### src/verilog/loe_pkg.sv
package loe_pkg;

    //------------------------------------------------------------
    // Operation and addressing forms
    //------------------------------------------------------------
    typedef enum logic [3:0] {
        LOE_M_IMM,      // working byte, immediate
        LOE_M_SD_IMM,   // short-direct, immediate
        LOE_M_A_R,      // working byte, register slot
        LOE_M_R_A,      // register slot, working byte
        LOE_M_A_SD,     // working byte, short-direct
        LOE_M_A_ABS,    // working byte, absolute operand
        LOE_M_A_PP,     // working byte, pointer pair
        LOE_M_A_PPOFS,  // pointer pair plus offset
        LOE_M_A_PPB,    // pointer pair plus index one
        LOE_M_A_PPC     // pointer pair plus index two
    } loe_mode_t;

    // Working byte sits in slot 1 of the register bank
    localparam logic [2:0] LOE_SLOT_WORK = 3'h1;
    localparam logic [2:0] LOE_SLOT_IDX1 = 3'h3;
    localparam logic [2:0] LOE_SLOT_IDX2 = 3'h2;
    localparam logic [2:0] LOE_SLOT_PPLO = 3'h6;
    localparam logic [2:0] LOE_SLOT_PPHI = 3'h7;

    // Instruction lengths in bytes
    localparam logic [1:0] LOE_LEN_1 = 2'h1;
    localparam logic [1:0] LOE_LEN_2 = 2'h2;
    localparam logic [1:0] LOE_LEN_3 = 2'h3;

    // Clock counts: fast area / other area
    localparam logic [3:0] LOE_CLK_4 = 4'h4;
    localparam logic [3:0] LOE_CLK_5 = 4'h5;
    localparam logic [3:0] LOE_CLK_6 = 4'h6;
    localparam logic [3:0] LOE_CLK_8 = 4'h8;
    localparam logic [3:0] LOE_CLK_9 = 4'h9;

    // Short-direct page base and reset values
    localparam logic [7:0] LOE_SD_PAGE  = 8'hFE;
    localparam logic [7:0] LOE_RST_BYTE = 8'h00;

endpackage

### src/verilog/loe_mem_if.sv
`timescale 1ns/10ps
// Data access channel between sequencer and memory port stage
interface loe_mem_if;
    logic        req;
    logic        we;
    logic [15:0] addr;
    logic [7:0]  wdata;
    logic [7:0]  rdata;
    logic        done;

    modport seq (output req, output we, output addr, output wdata, input rdata, input done);
    modport port (input req, input we, input addr, input wdata, output rdata, output done);
endinterface

### src/verilog/loe_mem_port.sv
`timescale 1ns/10ps
// Registers one data access onto the memory pins and returns its read byte
module loe_mem_port (
    // Clock and reset
    input  wire logic        sys_clk,
    input  wire logic        rst_n,
    input  wire logic        clk_en,
    // Sequencer side
    loe_mem_if.port          mi,
    // Memory pins
    output logic             mem_rd,
    output logic             mem_wr,
    output logic [15:0]      mem_addr,
    output logic [7:0]       mem_wdata,
    input  wire logic [7:0]  mem_rdata
);
    logic       busy_q;
    logic [7:0] rd_q;

    // Read byte passes straight through while the strobe stands, then the held copy
    assign mi.rdata = mem_rd ? mem_rdata : rd_q;
    assign mi.done  = busy_q;

    // Drive strobe for one cycle; keep the read byte, never the bus during a write
    always_ff @(posedge sys_clk) begin
        if (!rst_n) begin
            busy_q    <= 1'b0;
            mem_rd    <= 1'b0;
            mem_wr    <= 1'b0;
            mem_addr  <= 16'h0000;
            mem_wdata <= loe_pkg::LOE_RST_BYTE;
            rd_q      <= loe_pkg::LOE_RST_BYTE;
        end else if (clk_en) begin
            mem_rd    <= mi.req && !mi.we && !busy_q;
            mem_wr    <= mi.req && mi.we && !busy_q;
            if (mi.req && !busy_q) begin
                mem_addr  <= mi.addr;
                mem_wdata <= mi.wdata;
            end
            busy_q <= mi.req && !busy_q;
            if (mem_rd) begin
                rd_q <= mem_rdata;
            end
        end
    end
endmodule

### src/verilog/loe_core.sv
`timescale 1ns/10ps
module loe_core #(
    parameter logic [15:0] HS_RAM_LO = 16'hFB00,
    parameter logic [15:0] HS_RAM_HI = 16'hFEFF
) (
    // Clock and reset
    input  wire logic        sys_clk,
    input  wire logic        rst_n,
    input  wire logic        clk_en,
    // Instruction issue
    input  wire logic        start,
    input  wire logic        op_xor,
    input  wire logic [3:0]  mode,
    input  wire logic [2:0]  slot,
    input  wire logic [7:0]  imm,
    input  wire logic [7:0]  sd_addr,
    input  wire logic [15:0] abs_addr,
    output logic             busy,
    output logic             done,
    output logic             illegal,
    output logic [1:0]       inst_len,
    output logic [3:0]       inst_clocks,
    // Register bank view
    output logic [7:0]       work_byte,
    output logic             zero_flag,
    output logic             half_carry_flag,
    output logic             carry_flag,
    input  wire logic [7:0]  hc_cy_init,
    // Memory pins
    output logic             mem_rd,
    output logic             mem_wr,
    output logic [15:0]      mem_addr,
    output logic [7:0]       mem_wdata,
    input  wire logic [7:0]  mem_rdata
);
    //------------------------------------------------------------
    // Declarations
    //------------------------------------------------------------
    typedef enum logic [2:0] {LOE_S_IDLE, LOE_S_READ, LOE_S_WRITE, LOE_S_WAIT} loe_state_t;

    loe_state_t       st_q;
    logic [7:0]       rf_q [8];
    logic [7:0]       opd_q;
    logic [15:0]      ea_q;
    logic [3:0]       cnt_q;
    logic [3:0]       need_q;
    logic             xor_q;
    logic [3:0]       mode_q;
    logic [2:0]       slot_q;
    logic             z_q;
    logic             hc_q;
    logic             cy_q;
    logic             done_q;
    logic             ill_q;
    logic [1:0]       len_q;
    loe_mem_if        mi ();

    // Pointer pair and effective address
    wire  [15:0]      ptr_pair = {rf_q[loe_pkg::LOE_SLOT_PPHI], rf_q[loe_pkg::LOE_SLOT_PPLO]};
    wire  [15:0]      sd_ea    = {loe_pkg::LOE_SD_PAGE, sd_addr};
    wire  [15:0]      ea;
    wire              has_mem;
    wire              is_rmw;
    wire              reg_form;
    wire              bad;
    wire  [3:0]       clk_need;
    wire  [1:0]       len;
    wire  [7:0]       src;
    wire  [7:0]       dst;
    wire  [7:0]       res;

    // Logic operation shared by every form
    function automatic logic [7:0] loe_alu(input logic x, input logic [7:0] a, input logic [7:0] b);
        loe_alu = x ? (a ^ b) : (a | b);
    endfunction

    // Fast area test
    function automatic logic loe_fast(input logic [15:0] ad);
        loe_fast = (ad >= HS_RAM_LO) && (ad <= HS_RAM_HI);
    endfunction

    //------------------------------------------------------------
    // Instruction decode
    //------------------------------------------------------------
    assign ea = (mode == loe_pkg::LOE_M_SD_IMM || mode == loe_pkg::LOE_M_A_SD) ? sd_ea :
                (mode == loe_pkg::LOE_M_A_ABS)   ? abs_addr :
                (mode == loe_pkg::LOE_M_A_PP)    ? ptr_pair :
                (mode == loe_pkg::LOE_M_A_PPOFS) ? ptr_pair + {8'h00, imm} :
                (mode == loe_pkg::LOE_M_A_PPB)   ? ptr_pair + {8'h00, rf_q[loe_pkg::LOE_SLOT_IDX1]} :
                ptr_pair + {8'h00, rf_q[loe_pkg::LOE_SLOT_IDX2]};
    assign reg_form = (mode == loe_pkg::LOE_M_A_R) || (mode == loe_pkg::LOE_M_R_A);
    assign has_mem  = (mode != loe_pkg::LOE_M_IMM) && !reg_form;
    assign is_rmw   = (mode == loe_pkg::LOE_M_SD_IMM);
    assign bad      = (mode == loe_pkg::LOE_M_A_R && slot == loe_pkg::LOE_SLOT_WORK)
                      || (mode > loe_pkg::LOE_M_A_PPC);

    // Length per form
    assign len = (mode == loe_pkg::LOE_M_SD_IMM || mode == loe_pkg::LOE_M_A_ABS) ? loe_pkg::LOE_LEN_3 :
                 (mode == loe_pkg::LOE_M_A_PP) ? loe_pkg::LOE_LEN_1 :
                 loe_pkg::LOE_LEN_2;

    // Clock count: low in fast area or with no access, high elsewhere
    assign clk_need =
        !has_mem ? loe_pkg::LOE_CLK_4 :
        is_rmw ? (loe_fast(ea) ? loe_pkg::LOE_CLK_6 : loe_pkg::LOE_CLK_8) :
        (mode == loe_pkg::LOE_M_A_SD || mode == loe_pkg::LOE_M_A_PP) ?
            (loe_fast(ea) ? loe_pkg::LOE_CLK_4 : loe_pkg::LOE_CLK_5) :
        (loe_fast(ea) ? loe_pkg::LOE_CLK_8 : loe_pkg::LOE_CLK_9);

    //------------------------------------------------------------
    // Execute: operand select and result
    //------------------------------------------------------------
    assign src = (mode_q == loe_pkg::LOE_M_IMM || mode_q == loe_pkg::LOE_M_SD_IMM) ? opd_q :
                 (mode_q == loe_pkg::LOE_M_A_R || mode_q == loe_pkg::LOE_M_R_A) ? rf_q[slot_q] : opd_q;
    assign dst = (mode_q == loe_pkg::LOE_M_SD_IMM) ? mi.rdata :
                 (mode_q == loe_pkg::LOE_M_R_A) ? rf_q[slot_q] : rf_q[loe_pkg::LOE_SLOT_WORK];
    assign res = loe_alu(xor_q, dst, (mode_q == loe_pkg::LOE_M_R_A) ? rf_q[loe_pkg::LOE_SLOT_WORK] :
                 (mode_q == loe_pkg::LOE_M_SD_IMM) ? opd_q : src);

    assign mi.req   = (st_q == LOE_S_READ) || (st_q == LOE_S_WRITE);
    assign mi.we    = (st_q == LOE_S_WRITE);
    assign mi.addr  = ea_q;
    assign mi.wdata = res;

    //------------------------------------------------------------
    // Sequencer, one count per CPU clock
    //------------------------------------------------------------
    always_ff @(posedge sys_clk) begin
        if (!rst_n) begin
            st_q   <= LOE_S_IDLE;
            opd_q  <= loe_pkg::LOE_RST_BYTE;
            ea_q   <= 16'h0000;
            cnt_q  <= 4'h0;
            need_q <= 4'h0;
            xor_q  <= 1'b0;
            mode_q <= 4'h0;
            slot_q <= 3'h0;
            z_q    <= 1'b0;
            hc_q   <= 1'b0;
            cy_q   <= 1'b0;
            done_q <= 1'b0;
            ill_q  <= 1'b0;
            len_q  <= 2'h0;
            for (int i = 0; i < 8; i++) begin
                rf_q[i] <= loe_pkg::LOE_RST_BYTE;
            end
        end else if (clk_en) begin
            done_q <= 1'b0;
            ill_q  <= 1'b0;
            case (st_q)
                LOE_S_IDLE: begin
                    if (start && bad) begin
                        ill_q <= 1'b1;
                    end else if (start) begin
                        xor_q  <= op_xor;
                        mode_q <= mode;
                        slot_q <= slot;
                        ea_q   <= ea;
                        opd_q  <= imm;
                        need_q <= clk_need;
                        len_q  <= len;
                        cnt_q  <= 4'h1;
                        st_q   <= has_mem ? LOE_S_READ : LOE_S_WAIT;
                    end
                end
                LOE_S_READ: begin
                    cnt_q <= cnt_q + 4'h1;
                    if (mi.done) begin
                        if (mode_q != loe_pkg::LOE_M_SD_IMM) begin
                            opd_q <= mi.rdata;
                        end
                        st_q <= is_rmw_q() ? LOE_S_WRITE : LOE_S_WAIT;
                    end
                end
                LOE_S_WRITE: begin
                    cnt_q <= cnt_q + 4'h1;
                    if (mi.done) begin
                        st_q <= LOE_S_WAIT;
                    end
                end
                LOE_S_WAIT: begin
                    cnt_q <= cnt_q + 4'h1;
                    if (cnt_q >= need_q - 4'h1) begin
                        // Retire: write back and zero flag
                        if (mode_q == loe_pkg::LOE_M_R_A) begin
                            rf_q[slot_q] <= res;
                        end else if (mode_q != loe_pkg::LOE_M_SD_IMM) begin
                            rf_q[loe_pkg::LOE_SLOT_WORK] <= res;
                        end
                        z_q    <= (res == 8'h00);
                        done_q <= 1'b1;
                        st_q   <= LOE_S_IDLE;
                    end
                end
                default: st_q <= LOE_S_IDLE;
            endcase
        end
    end

    // Read-modify-write test on the latched form
    function automatic logic is_rmw_q();
        is_rmw_q = (mode_q == loe_pkg::LOE_M_SD_IMM);
    endfunction

    //------------------------------------------------------------
    // Memory port stage
    //------------------------------------------------------------
    loe_mem_port u_port (
        .sys_clk   (sys_clk),
        .rst_n     (rst_n),
        .clk_en    (clk_en),
        .mi        (mi.port),
        .mem_rd    (mem_rd),
        .mem_wr    (mem_wr),
        .mem_addr  (mem_addr),
        .mem_wdata (mem_wdata),
        .mem_rdata (mem_rdata)
    );

    // Outputs
    assign busy            = (st_q != LOE_S_IDLE);
    assign done            = done_q;
    assign illegal         = ill_q;
    assign inst_len        = len_q;
    assign inst_clocks     = need_q;
    assign work_byte       = rf_q[loe_pkg::LOE_SLOT_WORK];
    assign zero_flag       = z_q;
    assign half_carry_flag = hc_q;
    assign carry_flag      = cy_q;
    wire unused_init = ^hc_cy_init;

    //------------------------------------------------------------
    // Checks
    //------------------------------------------------------------
    property p_len_one;
        @(posedge sys_clk) disable iff (!rst_n)
        start && !busy && mode == loe_pkg::LOE_M_A_PP && !bad |-> len == loe_pkg::LOE_LEN_1;
    endproperty
    a_len_one: assert property (p_len_one) else $error("pointer form length wrong");
    property p_nomem_four;
        @(posedge sys_clk) disable iff (!rst_n)
        start && !busy && !bad && clk_en && (mode == loe_pkg::LOE_M_IMM) |-> clk_need == loe_pkg::LOE_CLK_4;
    endproperty
    a_nomem_four: assert property (p_nomem_four) else $error("no-access count not four");
    property p_illegal;
        @(posedge sys_clk) disable iff (!rst_n)
        start && !busy && clk_en && mode == loe_pkg::LOE_M_A_R && slot == loe_pkg::LOE_SLOT_WORK
        |=> illegal && !busy;
    endproperty
    a_illegal: assert property (p_illegal) else $error("excluded form not refused");
    property p_flags_kept;
        @(posedge sys_clk) disable iff (!rst_n)
        done |-> $stable(half_carry_flag) && $stable(carry_flag);
    endproperty
    a_flags_kept: assert property (p_flags_kept) else $error("carry flags changed");
    property p_zero;
        @(posedge sys_clk) disable iff (!rst_n)
        done && mode_q != loe_pkg::LOE_M_SD_IMM && mode_q != loe_pkg::LOE_M_R_A
        |-> zero_flag == (work_byte == 8'h00);
    endproperty
    a_zero: assert property (p_zero) else $error("zero flag mismatch");
    property p_no_access;
        @(posedge sys_clk) disable iff (!rst_n)
        start && !busy && clk_en && !bad && !has_mem |-> ##1 (!mem_rd && !mem_wr) [*4];
    endproperty
    a_no_access: assert property (p_no_access) else $error("register form touched memory");
    property p_rd_pulse;
        @(posedge sys_clk) disable iff (!rst_n)
        mem_rd && clk_en |=> !mem_rd;
    endproperty
    a_rd_pulse: assert property (p_rd_pulse) else $error("read strobe longer than one cycle");
    property p_done_pulse;
        @(posedge sys_clk) disable iff (!rst_n)
        done && clk_en |=> !done;
    endproperty
    a_done_pulse: assert property (p_done_pulse) else $error("done longer than one cycle");
    c_rmw: cover property (@(posedge sys_clk) mem_wr);
    c_xor: cover property (@(posedge sys_clk) done && xor_q);
    c_ill: cover property (@(posedge sys_clk) illegal);
endmodule

### config.mk
export PLATFORM = sky130hd
export DESIGN_NAME = loe_core
export DESIGN_NICKNAME = d
export VERILOG_FILES = /design/src/verilog/loe_pkg.sv /design/src/verilog/loe_mem_if.sv /design/src/verilog/loe_mem_port.sv /design/src/verilog/loe_core.sv
export SDC_FILE = /design/constraint.sdc
export NUM_CORES = 1
export LEC_CHECK = 0
export ABC_AREA = 1
export BUFFER_PORTS_ARGS = -buffer_cell sky130_fd_sc_hd__buf_2
export CAP_MARGIN = 20
export CELL_PAD_IN_SITES_DETAIL_PLACEMENT = 0
export CELL_PAD_IN_SITES_GLOBAL_PLACEMENT = 1
export CORE_ASPECT_RATIO = 0.9
export CORE_MARGIN = 4
export CORE_UTILIZATION = 40
export DETAILED_ROUTE_END_ITERATION = 8
export PLACE_DENSITY = 0.79
export SETUP_SLACK_MARGIN = 0.15
export SYNTH_ARGS = -nofsm -noshare
export SYNTH_HDL_FRONTEND = slang
export SYNTH_HIERARCHICAL = 1
export SYNTH_SLANG_ARGS = --single-unit
### constraint.sdc
create_clock -name sys_clk -period 5 [get_ports sys_clk]
set_clock_uncertainty 0.1 [all_clocks]
set_input_delay 0.5 -clock sys_clk [delete_from_list [all_inputs] [get_ports sys_clk]]
set_output_delay 0.5 -clock sys_clk [all_outputs]
set_load 0.02 [all_outputs]
==> results_dict.tcl <==
set metrics [dict create \
    htreeDepth 4 \
    p_total_mw 3.57 \
    hold_ws_ps 215 \
    dp_cells 1408 \
    synth_ff_type "dfxtp_1" \
    path_buf_inv 3 \
    hold_buffers 0 \
    seq_area_frac_synth 0.435 \
    combPwrFrac 0.230 \
    area_delta_synth_final_pct 14.8 \
    dr_wl_met2_mm 11.2 \
    fin_nets 1262 \
    ys_async_sr_fraction 0 \
    clockPowerShare 0.365 \
    syn_area_mm2 0.00833 \
    path_clk_slew_ps 60 \
    post-cts-setup-buffers 0 \
    fin_crit_sh 0.759 \
    tritoncts "yes" \
    drive_gt1_frac 0.151 \
    stdcell_count 1441 \
    clock_latency_ps 430 \
    routed-via-count 7487 \
    yosysWarnings 6 \
    worstPathArrival_ps 4020 \
    power_switching_mw 1.19 \
    highest_layer "met4" \
    wl_met1_mm 11.7 \
    path_delay_family "compound AO/OA/AOI/OAI gates" \
    detailedRoute.firstPassIterationCount 7 \
    clock_sinks 149 \
    drc_errors 0 \
    io_buffers 95 \
    wl_per_cell_um 17.3 \
    cp_max_fo 33 \
    hold_viol_final 0 \
    fin_ws_ps 1200 \
    grt_antenna_before_repair 0 \
    diodes 0 \
    sw_frac_of_total 0.334 \
    grt_pass1_vias 6936 \
    clock_path_buffers 2 \
    postRouteAntennaNets 0 \
    leakagePower_nw 4.47 \
    rsz0062_at_grt "false" \
    setup_viol 0 \
    post-place-ws_ps 1020 \
    p_int_mw 2.38 \
    syn_inst 1093 \
    cts_resized 0 \
    worstSetupPathType "register to register" \
    critPathCaptureType "register" \
    status "finished clean" \
    cp.required_ps 5230 \
    synth_top_area_frac 0.231 \
    track_usage 0.214 \
    maxCapViolations 0 \
    postPlaceCellArea_mm2 0.00895 \
    synth_area_leaders "edfxtp_1 23%, dfxtp_1 20%, nand2_1 11%, nor2_1 9.0%, inv_1 5.0%" \
    relSlewSlack 0.355 \
    die_area_mm2 0.0232 \
    ys_seq_elements 149 \
    final_util 0.472 \
    ios 106 \
    fill_cells 2086 \
    min_period_ps 3800 \
    dpl.hpwl_mm 18.4 \
    start_util 0.412 \
    rows 49 \
    hold_class "input port to register" \
    slowest_stage "o21ai_1" \
    met3_length_mm 1.71 \
    avgSynthCellArea_um2 7.62 \
    drt_iter0_drc 597 \
    p_per_area_mw_per_mm2 374 \
    clock.fmax_ghz 0.263 \
    grt_pass1_wl_mm 38.6 \
    drv_slew 0 \
    core_mm2 0.0202 \
    cp_cell_sequence "buf_4, inv_1, nor2_1, o22ai_1, nand2_1, nand3_1, inv_1, nand2_1, o221ai_1, ha_1, o21ai_1, nand4_1, o41ai_1" \
    grt_max_degree 50 \
    viasPerCell 5.20 \
    grt.overflow.total 0 \
    stdcell_area_mm2 0.00956 \
    p_seq_frac 0.404 \
    synth-edff-count 64 \
    mostFrequentLayoutCell "nand2_1" \
    layout_common_cells "241 x nand2_1, 200 x nor2_1, 112 x inv_1, 95 x buf_2, 85 x dfxtp_1" \
    totalWireLength_mm 24.9 \
    numCtsBuffers 17 \
    tns_ps 0 \
    worst_pin_slew_ps 966 \
    cts-root-buf "clkbuf_16" \
    max_stage_delay_ps 710 \
    die_x_um 160 \
    yosys.area.top_type "edfxtp_1" \
    place.gp.congestion 0.882 \
    start_kind "register" \
    ys_types 48 \
    vdd_drop_max_mv 0.173 \
    fp.dieH_um 145 \
]
cells in the mapped netlist, drive strengths merged, types with 20 or more instances:
cell,n
a21oi,44
buf,25
clkbuf,21
dfxtp,85
edfxtp,64
ha,28
inv,128
nand2,245
nand3,43
nand4,20
nor2,205
o21ai,95
sequential cells by signal (all words and copies together) (netlist names), 2 cells and up, named ones only:
signal,flops
cnt_q,4
ea_q,16
inst_clocks,4
inst_len,2
mode_q,4
opd_q,8
rf_q,64
slot_q,3
st_q,2
u_port/mem_addr,16
u_port/mem_wdata,8
u_port/rd_q,8
tightest hold or removal path: stages:
cell     delay (ps)
buf_2            90
nand2_1          40
o21ai_0          80
power by group through the flow:
stage | combinational [mW] | clock [mW] | sequential [mW]
2_1_floorplan | 0.507 | 0 | 1.50
3_3_place_gp | 0.813 | 0 | 1.47
3_5_place_dp | 0.819 | 0 | 1.47
4_1_cts | 0.824 | 1.33 | 1.44
5_1_grt | 0.920 | 1.38 | 1.46
6_report | 0.823 | 1.31 | 1.44
metal layers:
layer  vias up  GRT usage
met4         0     0.0579
met3        32     0.0479
li1       3784          -
met1      3426      0.305
met5         -          0
met2       245      0.332
cell type report:
| class | instances | area, um2 | share of cell area |
|---|---|---|---|
| multi-input cells | 770 | 3980 | 0.416 |
| inverters | 129 | 484 | 0.0507 |
| flip-flops and latches | 149 | 3620 | 0.379 |
| clock buffers | 18 | 429 | 0.0449 |
| clock inverters | 14 | 168 | 0.0175 |
| well taps | 255 | 319 | 0.0334 |
| repair buffers | 106 | 558 | 0.0584 |
cell families after synthesis:
group / Yosys count / synth area share
AND/OR/NAND/NOR: 523 / 0.274
AO/OA/AOI/OAI: 208 / 0.149
buffers and inverters: 175 / 0.0879
flip-flops: 149 / 0.435
adder cells (fa/ha/maj): 29 / 0.0445
XOR/XNOR: 8 / 0.00841
other: 1 / 0.000450
path summary, 6_finish.rpt:
check,end,slack (ps),depth (start not counted),from
max,zero_flag$_SDFFE_PN0P_,1200,13,register
min,register,210,3,slot[2]
max reg2reg,zero_flag$_SDFFE_PN0P_,1200,13,register
min reg2reg,opd_q[2]$_SDFFE_PN0P_,350,2,opd_q[2]$_SDFFE_PN0P_
Note: power is estimated with default switching activity, not from simulation.
